### src/inc/pcc_pkg.sv
package pcc_pkg;
  // Dword offsets of the configuration header, as byte addresses
  localparam logic [7:0] OFS_IDENT = 8'h00;
  localparam logic [7:0] OFS_CMDSTS = 8'h04;
  // Command half field positions
  localparam int BIT_IO_EN = 0;
  localparam int BIT_MEM_EN = 1;
  localparam int BIT_MST_EN = 2;
  localparam int BIT_PERR_RESP = 6;
  localparam int BIT_SERR_EN = 8;
  // Status half field positions
  localparam int BIT_CAP_LIST = 20;
  localparam int BIT_MST_DPERR = 24;
  localparam int BIT_DEVSEL_LO = 25;
  localparam int BIT_RCV_TABORT = 28;
  localparam int BIT_RCV_MABORT = 29;
  localparam int BIT_SIG_SERR = 30;
  localparam int BIT_DET_PERR = 31;
  // Byte lanes that carry the writable fields
  localparam int LANE_CMD_LO = 0;
  localparam int LANE_CMD_HI = 1;
  localparam int LANE_STS_HI = 3;
  // Values after reset
  localparam logic RST_IO_EN = 1'b1;
  localparam logic RST_MEM_EN = 1'b1;
  localparam logic RST_MST_EN = 1'b1;
  localparam logic RST_PERR_RESP = 1'b0;
  localparam logic RST_SERR_EN = 1'b0;
  localparam logic RST_CAP_LIST = 1'b1;
  localparam logic RST_FLAG = 1'b0;
  // Medium decode speed code and its claim delay in clocks
  localparam logic [1:0] DEVSEL_MEDIUM = 2'h1;
  localparam int DEVSEL_DELAY = 2;
  // Parity covers 32 address/data bits plus 4 byte enables
  localparam int PAR_WIDTH = 36;
endpackage : pcc_pkg

### src/hw/pcc_config_regs.sv
module pcc_config_regs #(
  parameter logic [15:0] VENDOR_CODE = 16'h1ab0, // Arbitrary value
  parameter logic [15:0] DEVICE_CODE = 16'h0c5e // Arbitrary value
) (
  input wire logic clk, // Bus clock, 25 MHz
  input wire logic rst, // Asynchronous reset, active high
  input wire logic cfgRead, // Configuration read strobe
  input wire logic cfgWrite, // Configuration write strobe
  input wire logic [7:0] cfgAddr, // Configuration byte address
  input wire logic [3:0] cfgByteEn, // Byte lanes, active high
  input wire logic [31:0] cfgWrData, // Write data
  output logic [31:0] cfgRdData, // Read data, registered
  output logic cfgRdValid, // Read data valid pulse
  input wire logic [31:0] adIn, // Sampled AD lines
  input wire logic [3:0] cbeIn, // Sampled byte enables, active high
  input wire logic parIn, // Sampled PAR line
  input wire logic tgtAddrPhase, // Address phase as seen by the target
  input wire logic memHit, // Address decodes to a memory window
  input wire logic ioHit, // Address decodes to the I/O window
  input wire logic tgtDataPhase, // Target data phase with IRDY and TRDY
  input wire logic mstRdDataPhase, // Own memory read data phase
  input wire logic mstWrPerrSeen, // Target PERR seen on own memory write
  input wire logic masterAbortEvt, // Own master cycle ended by master abort
  input wire logic targetAbortEvt, // Own master cycle ended by target abort
  input wire logic capLoadValid, // Serial memory load strobe for bit 20
  input wire logic capLoadValue, // Loaded capability-list value
  input wire logic masterReqIn, // Datapath wants the bus
  output logic masterReqOut, // Bus request towards arbiter logic
  output logic devselStart, // Start claiming the cycle
  output logic perrOutN, // PERR pin level
  output logic perrOe, // PERR pin enable
  output logic serrOutN, // SERR pin level, open drain
  output logic serrOe // SERR pin enable
);
  logic ioEn_q;
  logic memEn_q;
  logic mstEn_q;
  logic perrResp_q;
  logic serrEn_q;
  logic capList_q;
  logic [31:0] rdData_q;
  logic rdValid_q;
  logic [pcc_pkg::DEVSEL_DELAY-1:0] claim_q;
  logic [1:0] mstRdDly_q;
  logic perrAct_q;
  logic perrRel_q;
  logic serrAct_q;
  logic selIdent;
  logic selCmdSts;
  logic wrCmd;
  logic claimNow;
  logic addrErr;
  logic dataErr;
  logic flagDetPerr;
  logic flagSigSerr;
  logic flagMabort;
  logic flagTabort;
  logic flagMstPerr;
  logic clrDetPerr;
  logic clrSigSerr;
  logic clrMabort;
  logic clrTabort;
  logic clrMstPerr;
  logic setSigSerr;
  logic setMstPerr;
  logic [31:0] cmdStsWord;
  logic [31:0] rdWord;

  assign selIdent = cfgAddr[7:2] == pcc_pkg::OFS_IDENT[7:2];
  assign selCmdSts = cfgAddr[7:2] == pcc_pkg::OFS_CMDSTS[7:2];
  assign wrCmd = cfgWrite & selCmdSts;

  // Command bits, each lane written on its own enable
  always_ff @(posedge clk or posedge rst)
  begin
    if (rst)
    begin
      ioEn_q <= pcc_pkg::RST_IO_EN;
      memEn_q <= pcc_pkg::RST_MEM_EN;
      mstEn_q <= pcc_pkg::RST_MST_EN;
      perrResp_q <= pcc_pkg::RST_PERR_RESP;
    end
    else if (wrCmd && cfgByteEn[pcc_pkg::LANE_CMD_LO])
    begin
      ioEn_q <= cfgWrData[pcc_pkg::BIT_IO_EN];
      memEn_q <= cfgWrData[pcc_pkg::BIT_MEM_EN];
      mstEn_q <= cfgWrData[pcc_pkg::BIT_MST_EN];
      perrResp_q <= cfgWrData[pcc_pkg::BIT_PERR_RESP];
    end
  end

  always_ff @(posedge clk or posedge rst)
  begin
    if (rst)
      serrEn_q <= pcc_pkg::RST_SERR_EN;
    else if (wrCmd && cfgByteEn[pcc_pkg::LANE_CMD_HI])
      serrEn_q <= cfgWrData[pcc_pkg::BIT_SERR_EN];
  end

  // Software cannot write bit 20; only the serial memory loader can
  always_ff @(posedge clk or posedge rst)
  begin
    if (rst)
      capList_q <= pcc_pkg::RST_CAP_LIST;
    else if (capLoadValid)
      capList_q <= capLoadValue;
  end

  // Bus mastering is refused outright while bit 2 is clear
  assign masterReqOut = masterReqIn & mstEn_q;

  // Claim only in enabled spaces, a fixed two clocks on
  assign claimNow = tgtAddrPhase & ((memHit & memEn_q) | (ioHit & ioEn_q));

  always_ff @(posedge clk or posedge rst)
  begin
    if (rst)
      claim_q <= '0;
    else
      claim_q <= {claim_q[pcc_pkg::DEVSEL_DELAY-2:0], claimNow};
  end

  assign devselStart = claim_q[pcc_pkg::DEVSEL_DELAY-1];

  pcc_parity_check #(
    .WIDTH(pcc_pkg::PAR_WIDTH)
  ) u_addr_par (
    .clk(clk),
    .rst(rst),
    .phaseValid(tgtAddrPhase),
    .phaseBits({cbeIn, adIn}),
    .parIn(parIn),
    .errPulse(addrErr)
  );

  pcc_parity_check #(
    .WIDTH(pcc_pkg::PAR_WIDTH)
  ) u_data_par (
    .clk(clk),
    .rst(rst),
    .phaseValid(tgtDataPhase | mstRdDataPhase),
    .phaseBits({cbeIn, adIn}),
    .parIn(parIn),
    .errPulse(dataErr)
  );

  // Tracks whether a data error belongs to one of our own reads
  always_ff @(posedge clk or posedge rst)
  begin
    if (rst)
      mstRdDly_q <= 2'h0;
    else
      mstRdDly_q <= {mstRdDly_q[0], mstRdDataPhase};
  end

  // PERR is low one clock then driven high one clock before release
  always_ff @(posedge clk or posedge rst)
  begin
    if (rst)
    begin
      perrAct_q <= 1'b0;
      perrRel_q <= 1'b0;
    end
    else
    begin
      perrAct_q <= dataErr & perrResp_q;
      perrRel_q <= perrAct_q;
    end
  end

  assign perrOe = perrAct_q | perrRel_q;
  assign perrOutN = ~perrAct_q;

  assign setSigSerr = addrErr & serrEn_q & perrResp_q;

  always_ff @(posedge clk or posedge rst)
  begin
    if (rst)
      serrAct_q <= 1'b0;
    else
      serrAct_q <= setSigSerr;
  end

  assign serrOe = serrAct_q;
  assign serrOutN = ~serrAct_q;

  assign setMstPerr = perrResp_q & ((dataErr & mstRdDly_q[1]) | mstWrPerrSeen);

  // Flags clear only for lanes enabled and bits written one
  assign clrDetPerr = wrCmd & cfgByteEn[pcc_pkg::LANE_STS_HI] & cfgWrData[pcc_pkg::BIT_DET_PERR];
  assign clrSigSerr = wrCmd & cfgByteEn[pcc_pkg::LANE_STS_HI] & cfgWrData[pcc_pkg::BIT_SIG_SERR];
  assign clrMabort = wrCmd & cfgByteEn[pcc_pkg::LANE_STS_HI] & cfgWrData[pcc_pkg::BIT_RCV_MABORT];
  assign clrTabort = wrCmd & cfgByteEn[pcc_pkg::LANE_STS_HI] & cfgWrData[pcc_pkg::BIT_RCV_TABORT];
  assign clrMstPerr = wrCmd & cfgByteEn[pcc_pkg::LANE_STS_HI] & cfgWrData[pcc_pkg::BIT_MST_DPERR];

  pcc_sticky_flag u_det_perr (
    .clk(clk),
    .rst(rst),
    .setEvt(addrErr | dataErr),
    .clrReq(clrDetPerr),
    .flag(flagDetPerr)
  );

  pcc_sticky_flag u_sig_serr (
    .clk(clk),
    .rst(rst),
    .setEvt(setSigSerr),
    .clrReq(clrSigSerr),
    .flag(flagSigSerr)
  );

  pcc_sticky_flag u_mabort (
    .clk(clk),
    .rst(rst),
    .setEvt(masterAbortEvt),
    .clrReq(clrMabort),
    .flag(flagMabort)
  );

  pcc_sticky_flag u_tabort (
    .clk(clk),
    .rst(rst),
    .setEvt(targetAbortEvt),
    .clrReq(clrTabort),
    .flag(flagTabort)
  );

  pcc_sticky_flag u_mst_perr (
    .clk(clk),
    .rst(rst),
    .setEvt(setMstPerr),
    .clrReq(clrMstPerr),
    .flag(flagMstPerr)
  );

  // Fields not assembled here read as zero by construction
  always_comb
  begin
    cmdStsWord = 32'h0;
    cmdStsWord[pcc_pkg::BIT_IO_EN] = ioEn_q;
    cmdStsWord[pcc_pkg::BIT_MEM_EN] = memEn_q;
    cmdStsWord[pcc_pkg::BIT_MST_EN] = mstEn_q;
    cmdStsWord[pcc_pkg::BIT_PERR_RESP] = perrResp_q;
    cmdStsWord[pcc_pkg::BIT_SERR_EN] = serrEn_q;
    cmdStsWord[pcc_pkg::BIT_CAP_LIST] = capList_q;
    cmdStsWord[pcc_pkg::BIT_MST_DPERR] = flagMstPerr;
    cmdStsWord[pcc_pkg::BIT_DEVSEL_LO +: 2] = pcc_pkg::DEVSEL_MEDIUM;
    cmdStsWord[pcc_pkg::BIT_RCV_TABORT] = flagTabort;
    cmdStsWord[pcc_pkg::BIT_RCV_MABORT] = flagMabort;
    cmdStsWord[pcc_pkg::BIT_SIG_SERR] = flagSigSerr;
    cmdStsWord[pcc_pkg::BIT_DET_PERR] = flagDetPerr;
  end

  always_comb
  begin
    if (selIdent)
      rdWord = {DEVICE_CODE, VENDOR_CODE};
    else if (selCmdSts)
      rdWord = cmdStsWord;
    else
      rdWord = 32'h0;
  end

  // Whole dword returned; the bus side picks its lanes
  always_ff @(posedge clk or posedge rst)
  begin
    if (rst)
    begin
      rdData_q <= 32'h0;
      rdValid_q <= 1'b0;
    end
    else
    begin
      rdValid_q <= cfgRead;
      if (cfgRead)
        rdData_q <= rdWord;
    end
  end

  assign cfgRdData = rdData_q;
  assign cfgRdValid = rdValid_q;
endmodule : pcc_config_regs

### src/hw/pcc_parity_check.sv
module pcc_parity_check #(
  parameter int WIDTH = pcc_pkg::PAR_WIDTH
) (
  input wire logic clk, // Bus clock
  input wire logic rst, // Asynchronous reset, active high
  input wire logic phaseValid, // Phase whose bits are to be checked
  input wire logic [WIDTH-1:0] phaseBits, // Address/data and byte enables of the phase
  input wire logic parIn, // Even parity bit, arrives one clock after the phase
  output logic errPulse // One-cycle mismatch flag, two clocks after the phase
);
  logic calc_q;
  logic pend_q;
  logic err_q;

  if (WIDTH < 1)
  begin : gen_bad_width
    $error("pcc_parity_check: WIDTH must be at least one");
  end

  always_ff @(posedge clk or posedge rst)
  begin
    if (rst)
    begin
      calc_q <= 1'b0;
      pend_q <= 1'b0;
    end
    else
    begin
      calc_q <= ^phaseBits;
      pend_q <= phaseValid;
    end
  end

  // The parity line lags its phase by one clock, hence the held sum
  always_ff @(posedge clk or posedge rst)
  begin
    if (rst)
      err_q <= 1'b0;
    else
      err_q <= pend_q & (calc_q ^ parIn);
  end

  assign errPulse = err_q;
endmodule : pcc_parity_check

### src/hw/pcc_sticky_flag.sv
module pcc_sticky_flag (
  input wire logic clk, // Bus clock
  input wire logic rst, // Asynchronous reset, active high
  input wire logic setEvt, // Hardware event, one cycle
  input wire logic clrReq, // Software write of one to this bit
  output logic flag // Sticky flag state
);
  logic flag_q;
  logic flag_d;

  // An event in the clearing cycle must not be lost, so set beats clear
  always_comb
  begin
    flag_d = setEvt | (flag_q & ~clrReq);
  end

  always_ff @(posedge clk or posedge rst)
  begin
    if (rst)
      flag_q <= pcc_pkg::RST_FLAG;
    else
      flag_q <= flag_d;
  end

  assign flag = flag_q;
endmodule : pcc_sticky_flag

### config.mk
export PLATFORM = sky130hd
export DESIGN_NAME = pcc_config_regs
export DESIGN_NICKNAME = d
export VERILOG_FILES = /design/src/inc/pcc_pkg.sv /design/src/hw/pcc_config_regs.sv /design/src/hw/pcc_parity_check.sv /design/src/hw/pcc_sticky_flag.sv
export SDC_FILE = /design/constraint.sdc
export NUM_CORES = 1
export LEC_CHECK = 0
export ABC_AREA = 1
export ABC_CLOCK_PERIOD_IN_PS = 1200
export BUFFER_PORTS_ARGS = -buffer_cell sky130_fd_sc_hd__buf_4
export CORE_ASPECT_RATIO = 0.6
export CORE_MARGIN = 3
export CORE_UTILIZATION = 49
export CTS_BUF_LIST = sky130_fd_sc_hd__clkbuf_16
export CTS_CLUSTER_DIAMETER = 60
export CTS_CLUSTER_SIZE = 25
export DETAILED_ROUTE_END_ITERATION = 8
export PLACE_DENSITY_LB_ADDON = 0.2
export REMOVE_ABC_BUFFERS = 1
export SLEW_MARGIN = 20
export SYNTH_ARGS = -nofsm -noshare
export SYNTH_HDL_FRONTEND = slang
export SYNTH_HIERARCHICAL = 1
export SYNTH_SLANG_ARGS = --single-unit
### constraint.sdc
create_clock -name clk -period 1.2 [get_ports clk]
set_clock_uncertainty 0.05 [all_clocks]
set_input_delay 0.06 -clock clk [delete_from_list [all_inputs] [get_ports clk]]
set_output_delay 0.06 -clock clk [all_outputs]
set_load 0.01 [all_outputs]
==> results of run 1 <==
==> per-stage QoR <==
step / total power, W / hold slack, ns
2_1_floorplan: 0.002134 / -0.2613
3_3_place_gp: 0.002527 / -0.08755
3_5_place_dp: 0.002574 / -0.08185
4_1_cts: 0.003848 / 0.0002726
5_1_grt: 0.004108 / 0.01595
6_report: 0.003841 / 0.007267
==> layout make-up <==
class                   count  area share, %
clock buffers               5          2.958
clock inverters             3         0.3253
inverters                  89          7.897
multi-input cells         402          41.26
flip-flops and latches     38          22.63
well taps                  84          2.484
repair buffers            121          22.45
==> worst min path at each step <==
stage                         from              end  slack [ns]  depth (start not counted)
final                     cfgWrite           ioEn_q       0.007                          3
after global routing      cfgWrite          memEn_q        0.02                          3
after CTS                 cfgWrite           ioEn_q      0.0003                          3
after detailed placement       rst  u_det_perr/flag       -0.08                          2
after global placement         rst    u_mabort/flag       -0.09                          2
after floorplan                rst  u_det_perr/flag       -0.26                          1
==> power breakdown <==
group          switching, W  internal (W)  total [W]
registers         0.0000567       0.00139    0.00144
clock network      0.000479      0.000753    0.00123
logic              0.000647      0.000518    0.00116
==> logic make-up (layout without fill, tap and decap cells) <==
group                     count (synthesis)  after routing  share of synthesized area (%)
AOI/OAI and AO/OA                         4              4                         0.7103
DFF                                      38             38                          30.15
muxes                                     1              1                         0.3551
xor gates and xnor gates                 26             26                          7.656
and+or+nand+nor                         363            363                          45.22
buffers and inverters                   112            218                          15.79
other                                     1              8                         0.1183
==> synthesized netlist by cell type, types with 4 or more instances <==
library cell  number
nand2_1          306
inv_1             83
dfrtp_1           34
nand3_1           21
nor2_1            20
buf_4             19
xnor2_1           12
xor2_1            12
inv_2              6
nand4_1            5
dfstp_2            4
nand2_2            4
or2_2              4
==> what timing repair did <==
action                     4_1_cts  5_1_grt
setup endpoints to repair        0        3
resized for setup                0        5
buffers inserted                 0        1
hold endpoints to repair        46        0
hold buffers                    15        0
==> metal layers <==
layer  vias up  track usage, %
li1       1787               -
met1      1464           27.05
met2       107           34.67
met3         4           3.299
met4         0           3.577
met5         -               0
==> critical path, cell delays in order, from the launching register on <==
cell and delay (ns):
dfstp_2 0.55, nand2_2 0.05, inv_2 0.05, buf_4 0.11
==> results.json, run 1 <==
{
  "antenna_found_initial": 0,
  "async_reset_ff_share_pct": 100.0,
  "wl_met1_um": 3539,
  "endpoint_kind": "output port",
  "drtAntennaViolNets": 0,
  "wl_per_cell_um": 10.24,
  "final_common_cell": "nand2_1",
  "tritoncts": "yes",
  "fin_util_pct": 68.30,
  "synth-seq-cells": 38,
  "path_max_fanout": 3,
  "syn_avg_cell_area_um2": 5.818,
  "status": "finished, final reports clean",
  "cts.clk_slew.worst_paths_ns": 0.06,
  "crit_end": "masterReqOut",
  "cap_viol_max_count": 0,
  "drive_above_1_share_pct": 21.28,
  "mostFrequentLayoutCells": "305 x nand2_1, 105 x buf_4, 83 x inv_1, 33 x dfrtp_1, 21 x nand3_1",
  "hold_violations": 0,
  "first_pass_iters": 5,
  "synthCells": 545,
  "timing.fmax_mhz": 871.8,
  "leakage_nw": 2.687,
  "r2r-end": "u_det_perr/flag",
  "setup_tns_ns": 0,
  "synth-edff-count": 0,
  "grt_pass1_wl_um": 12180,
  "seq_area_um2": 957.2,
  "place_inst": 718,
  "placement_rows": 22,
  "cts_sinks": 38,
  "clockBufferDepth": 2,
  "finalCritPeriodShare_pct": 95.58,
  "fin_ws_ns": 0.05300,
  "cp_data_required_time_ns": 1.09,
  "cp-start-kind": "flop",
  "r2r_start": "u_data_par/errPulse",
  "multi_input_area_um2": 1745,
  "synth_top_cell_area_share_pct": 36.23,
  "yosys_warnings": 6,
  "h-tree-depth": 2,
  "fin_crit_ns": 1.147,
  "crit_arrival_ns": 1.04,
  "die_h_um": 68.31,
  "critPathLaunch": "mstEn_q",
  "synth_top_flop_cell": "dfrtp_1",
  "largest_reg_flops": 13,
  "powerDensity_nw_per_um2": 908.0,
  "synth.area.top_cells": "nand2_1 36%, dfrtp_1 27%, inv_1 9.8%",
  "rrSetupSlack_ns": 0.25,
  "fill_cells": 537,
  "gr-total-overflow": 0,
  "gp_congestion": 0.7680,
  "via_count": 3362,
  "drt_iter0_drc": 157,
  "wl_met2_um": 3489,
  "drc": 0,
  "nNetsFinal": 753,
  "syn_to_final_growth_pct": 33.43,
  "syn_area_um2": 3171,
  "die_width_um": 109.8,
  "via_per_inst": 4.531,
  "antenna_cells": 0,
  "synth_cell_types": 25,
  "crit_type": "flop to output port",
  "grt_pass1_vias": 2885,
  "core_area_um2": 6193,
  "io_pins": 135,
  "grt_max_degree": 26,
  "placed_area_um2": 3924,
  "grt_use_total_pct": 20.10,
  "vdd.ir_drop.worst_mv": 0.6830,
  "seq_area_frac_synth_pct": 30.15,
  "dr.max_layer_used": "met4",
  "finalSetupViolations": 0,
  "place_ws_ns": -0.01825,
  "wl_um": 7599,
  "post-route-cell-area_um2": 4230,
  "cts_buffers": 5,
  "route.met3.wl_um": 534,
  "root_buffer": "clkbuf_16",
  "min-delay-path-class": "primary input to flop",
  "clk_latency_ns": 0.28,
  "io_buffers": 101,
  "die_area_um2": 7504,
  "reg2reg_depth": 3,
  "rsz0062_at_grt": "no",
  "hpwlAfterDp_um": 5980,
  "synth_largest_area_cell": "nand2_1",
  "start_util_pct": 51.19,
  "fin_cells": 742,
  "drv_slew": 0
}
(Power assumes the default switching activity.)
==> run 2, diff against run 1 <==
--- a/config.mk
+++ b/config.mk
@@ -10,10 +10,10 @@
 export BUFFER_PORTS_ARGS = -buffer_cell sky130_fd_sc_hd__buf_4
 export CORE_ASPECT_RATIO = 0.6
 export CORE_MARGIN = 3
-export CORE_UTILIZATION = 49
-export CTS_BUF_LIST = sky130_fd_sc_hd__clkbuf_16
+export CORE_UTILIZATION = 50
+export CTS_BUF_LIST = sky130_fd_sc_hd__clkbuf_8
 export CTS_CLUSTER_DIAMETER = 60
-export CTS_CLUSTER_SIZE = 25
+export CTS_CLUSTER_SIZE = 10
 export DETAILED_ROUTE_END_ITERATION = 8
 export PLACE_DENSITY_LB_ADDON = 0.2
 export REMOVE_ABC_BUFFERS = 1
==> results.json, run 2 (synthesis gave the netlist of run 1 again) <==
{
  "timing.fmax_mhz": 858.3,
  "io_pins": 135,
  "wl_per_cell_um": 10.81,
  "vdd.ir_drop.worst_mv": 0.6046,
  "cts_buffers": 5,
  "root_buffer": "clkbuf_8",
  "via_per_inst": 4.505,
  "powerDensity_nw_per_um2": 832.3,
  "antenna_cells": 0,
  "gr-total-overflow": 0,
  "syn_to_final_growth_pct": 34.18,
  "cts.clk_slew.worst_paths_ns": 0.08,
  "drive_above_1_share_pct": 21.23,
  "post-route-cell-area_um2": 4254,
  "fin_ws_ns": 0.03497,
  "placed_area_um2": 3931,
  "crit_slowest_cell": "dfstp_2",
  "crit_arrival_ns": 1.06,
  "totalPowerFinal_w": 0.003541,
  "drtAntennaViolNets": 0,
  "die_width_um": 108.8,
  "final_common_cell": "nand2_1",
  "largest_reg_flops": 13,
  "wl_um": 8040,
  "hpwlAfterDp_um": 6097,
  "cp_data_required_time_ns": 1.09,
  "first_pass_iters": 5,
  "fin_crit_ns": 1.165,
  "finalSetupViolations": 0,
  "drt_iter0_drc": 181,
  "leakage_nw": 2.691,
  "grt_use_total_pct": 21.04,
  "placement_rows": 21,
  "clockBufferDepth": 2,
  "crit_chain": "nand2_1 > inv_1 > buf_4",
  "tritoncts": "yes",
  "via_count": 3352,
  "core_area_um2": 5859,
  "hold_violations": 0,
  "min-delay-path-class": "primary input to flop",
  "finalCritPeriodShare_pct": 97.09,
  "cts_sinks": 38,
  "mostFrequentLayoutCells": "306 x nand2_1, 104 x buf_4, 83 x inv_1, 34 x dfrtp_1",
  "path_max_fanout": 3,
  "die_h_um": 67.68,
  "slowest_delay_ns": 0.55,
  "start_util_pct": 54.11,
  "clk_latency_ns": 0.29,
  "antenna_found_initial": 0,
  "grt_max_degree": 22,
  "drc": 0,
  "grt_pass1_wl_um": 12490,
  "endpoint_kind": "output port",
  "crit_type": "flop to output port",
  "die_area_um2": 7364,
  "status": "finished, final reports clean",
  "grt_pass1_vias": 2965,
  "drv_slew": 0,
  "io_buffers": 101,
  "h-tree-depth": 2,
  "place_ws_ns": -0.02586,
  "gp_congestion": 0.7894,
  "nNetsFinal": 759,
  "cp-start-kind": "flop",
  "cap_viol_max_count": 0
}
==> run 2: changes by cell type in the layout (fill, tap and decap cells not counted), sizes merged <==
cell / change
dlygate4sd3: +4
clkbuf: +1
clkinvlp: +2
clkinv: -1
inv: -1
buf: +1
==> run 2: area by class of cell <==
| type | count | area (um2) |
|---|---|---|
| Multi-Input combinational cell | 402 | 1748 |
| Fill cell | 498 | 1605 |
| Timing Repair Buffer | 126 | 1013 |
| Sequential cell | 38 | 955.9 |
| Inverter | 89 | 337.8 |
| Tap cell | 80 | 100.1 |
| Clock buffer | 6 | 82.58 |
| Clock inverter | 2 | 8.758 |
| Timing Repair inverter | 1 | 7.507 |
==> run 2: final timing paths <==
| check | start | to | slack (ns) | cells after the start |
|---|---|---|---|---|
| min in group asynchronous | rst | u_det_perr/flag | 0.16 | 3 |
| max reg2reg | u_data_par/errPulse | u_det_perr/flag | 0.25 | 3 |
| max in group asynchronous | rst | ioEn_q | 0.34 | 4 |
| max | mstEn_q | masterReqOut | 0.03 | 3 |
| min | cfgByteEn[1] | serrEn_q | 0.02 | 3 |
| min reg2reg | claim_q[0] | claim_q[1] | 0.30 | 0 |
==> run 2: per-layer routing <==
layer | GRT usage [%] | wire length (um) | vias to the layer above
li1 | - | - | 1793
met1 | 27.60 | 3700 | 1465
met3 | 3.534 | 430 | 8
met2 | 36.77 | 3837 | 86
met4 | 4.724 | 72 | 0
met5 | 0 | 0 | -
==> run 2: report_power, final <==
group | internal [W] | leakage [nW] | switching (W) | total [W]
clock network | 0.000455 | 0.0524 | 0.000444 | 0.000900
registers | 0.00139 | 0.471 | 0.0000571 | 0.00144
logic | 0.000536 | 2.17 | 0.000663 | 0.00120
==> run 2: worst max-delay path: cells and delay by family (launching register included) <==
kind          cells  cell delay [ns]
buf+inv           2             0.16
flops             1             0.55
simple gates      1             0.05
==> run 2: metrics by stage <==
stage	util (%)	hold slack [ns]	setup TNS, ns	std cells
final	72.60	0.02058	0	744
after CTS	72.03	0.0008334	0	742
after floorplan	-	-0.2613	-0.1309	529
after detailed placement	67.09	-0.08920	-0.05282	714
after global routing	72.60	0.02846	-0.01163	744
after global placement	67.09	-0.08929	0	714
==> run 2: timing repair <==
action,in CTS,in global routing
gates resized for setup,0,6
cloned,0,1
hold buffers,19,0
endpoints found under the hold margin,36,0
setup buffers,1,1
setup endpoints to repair,1,12
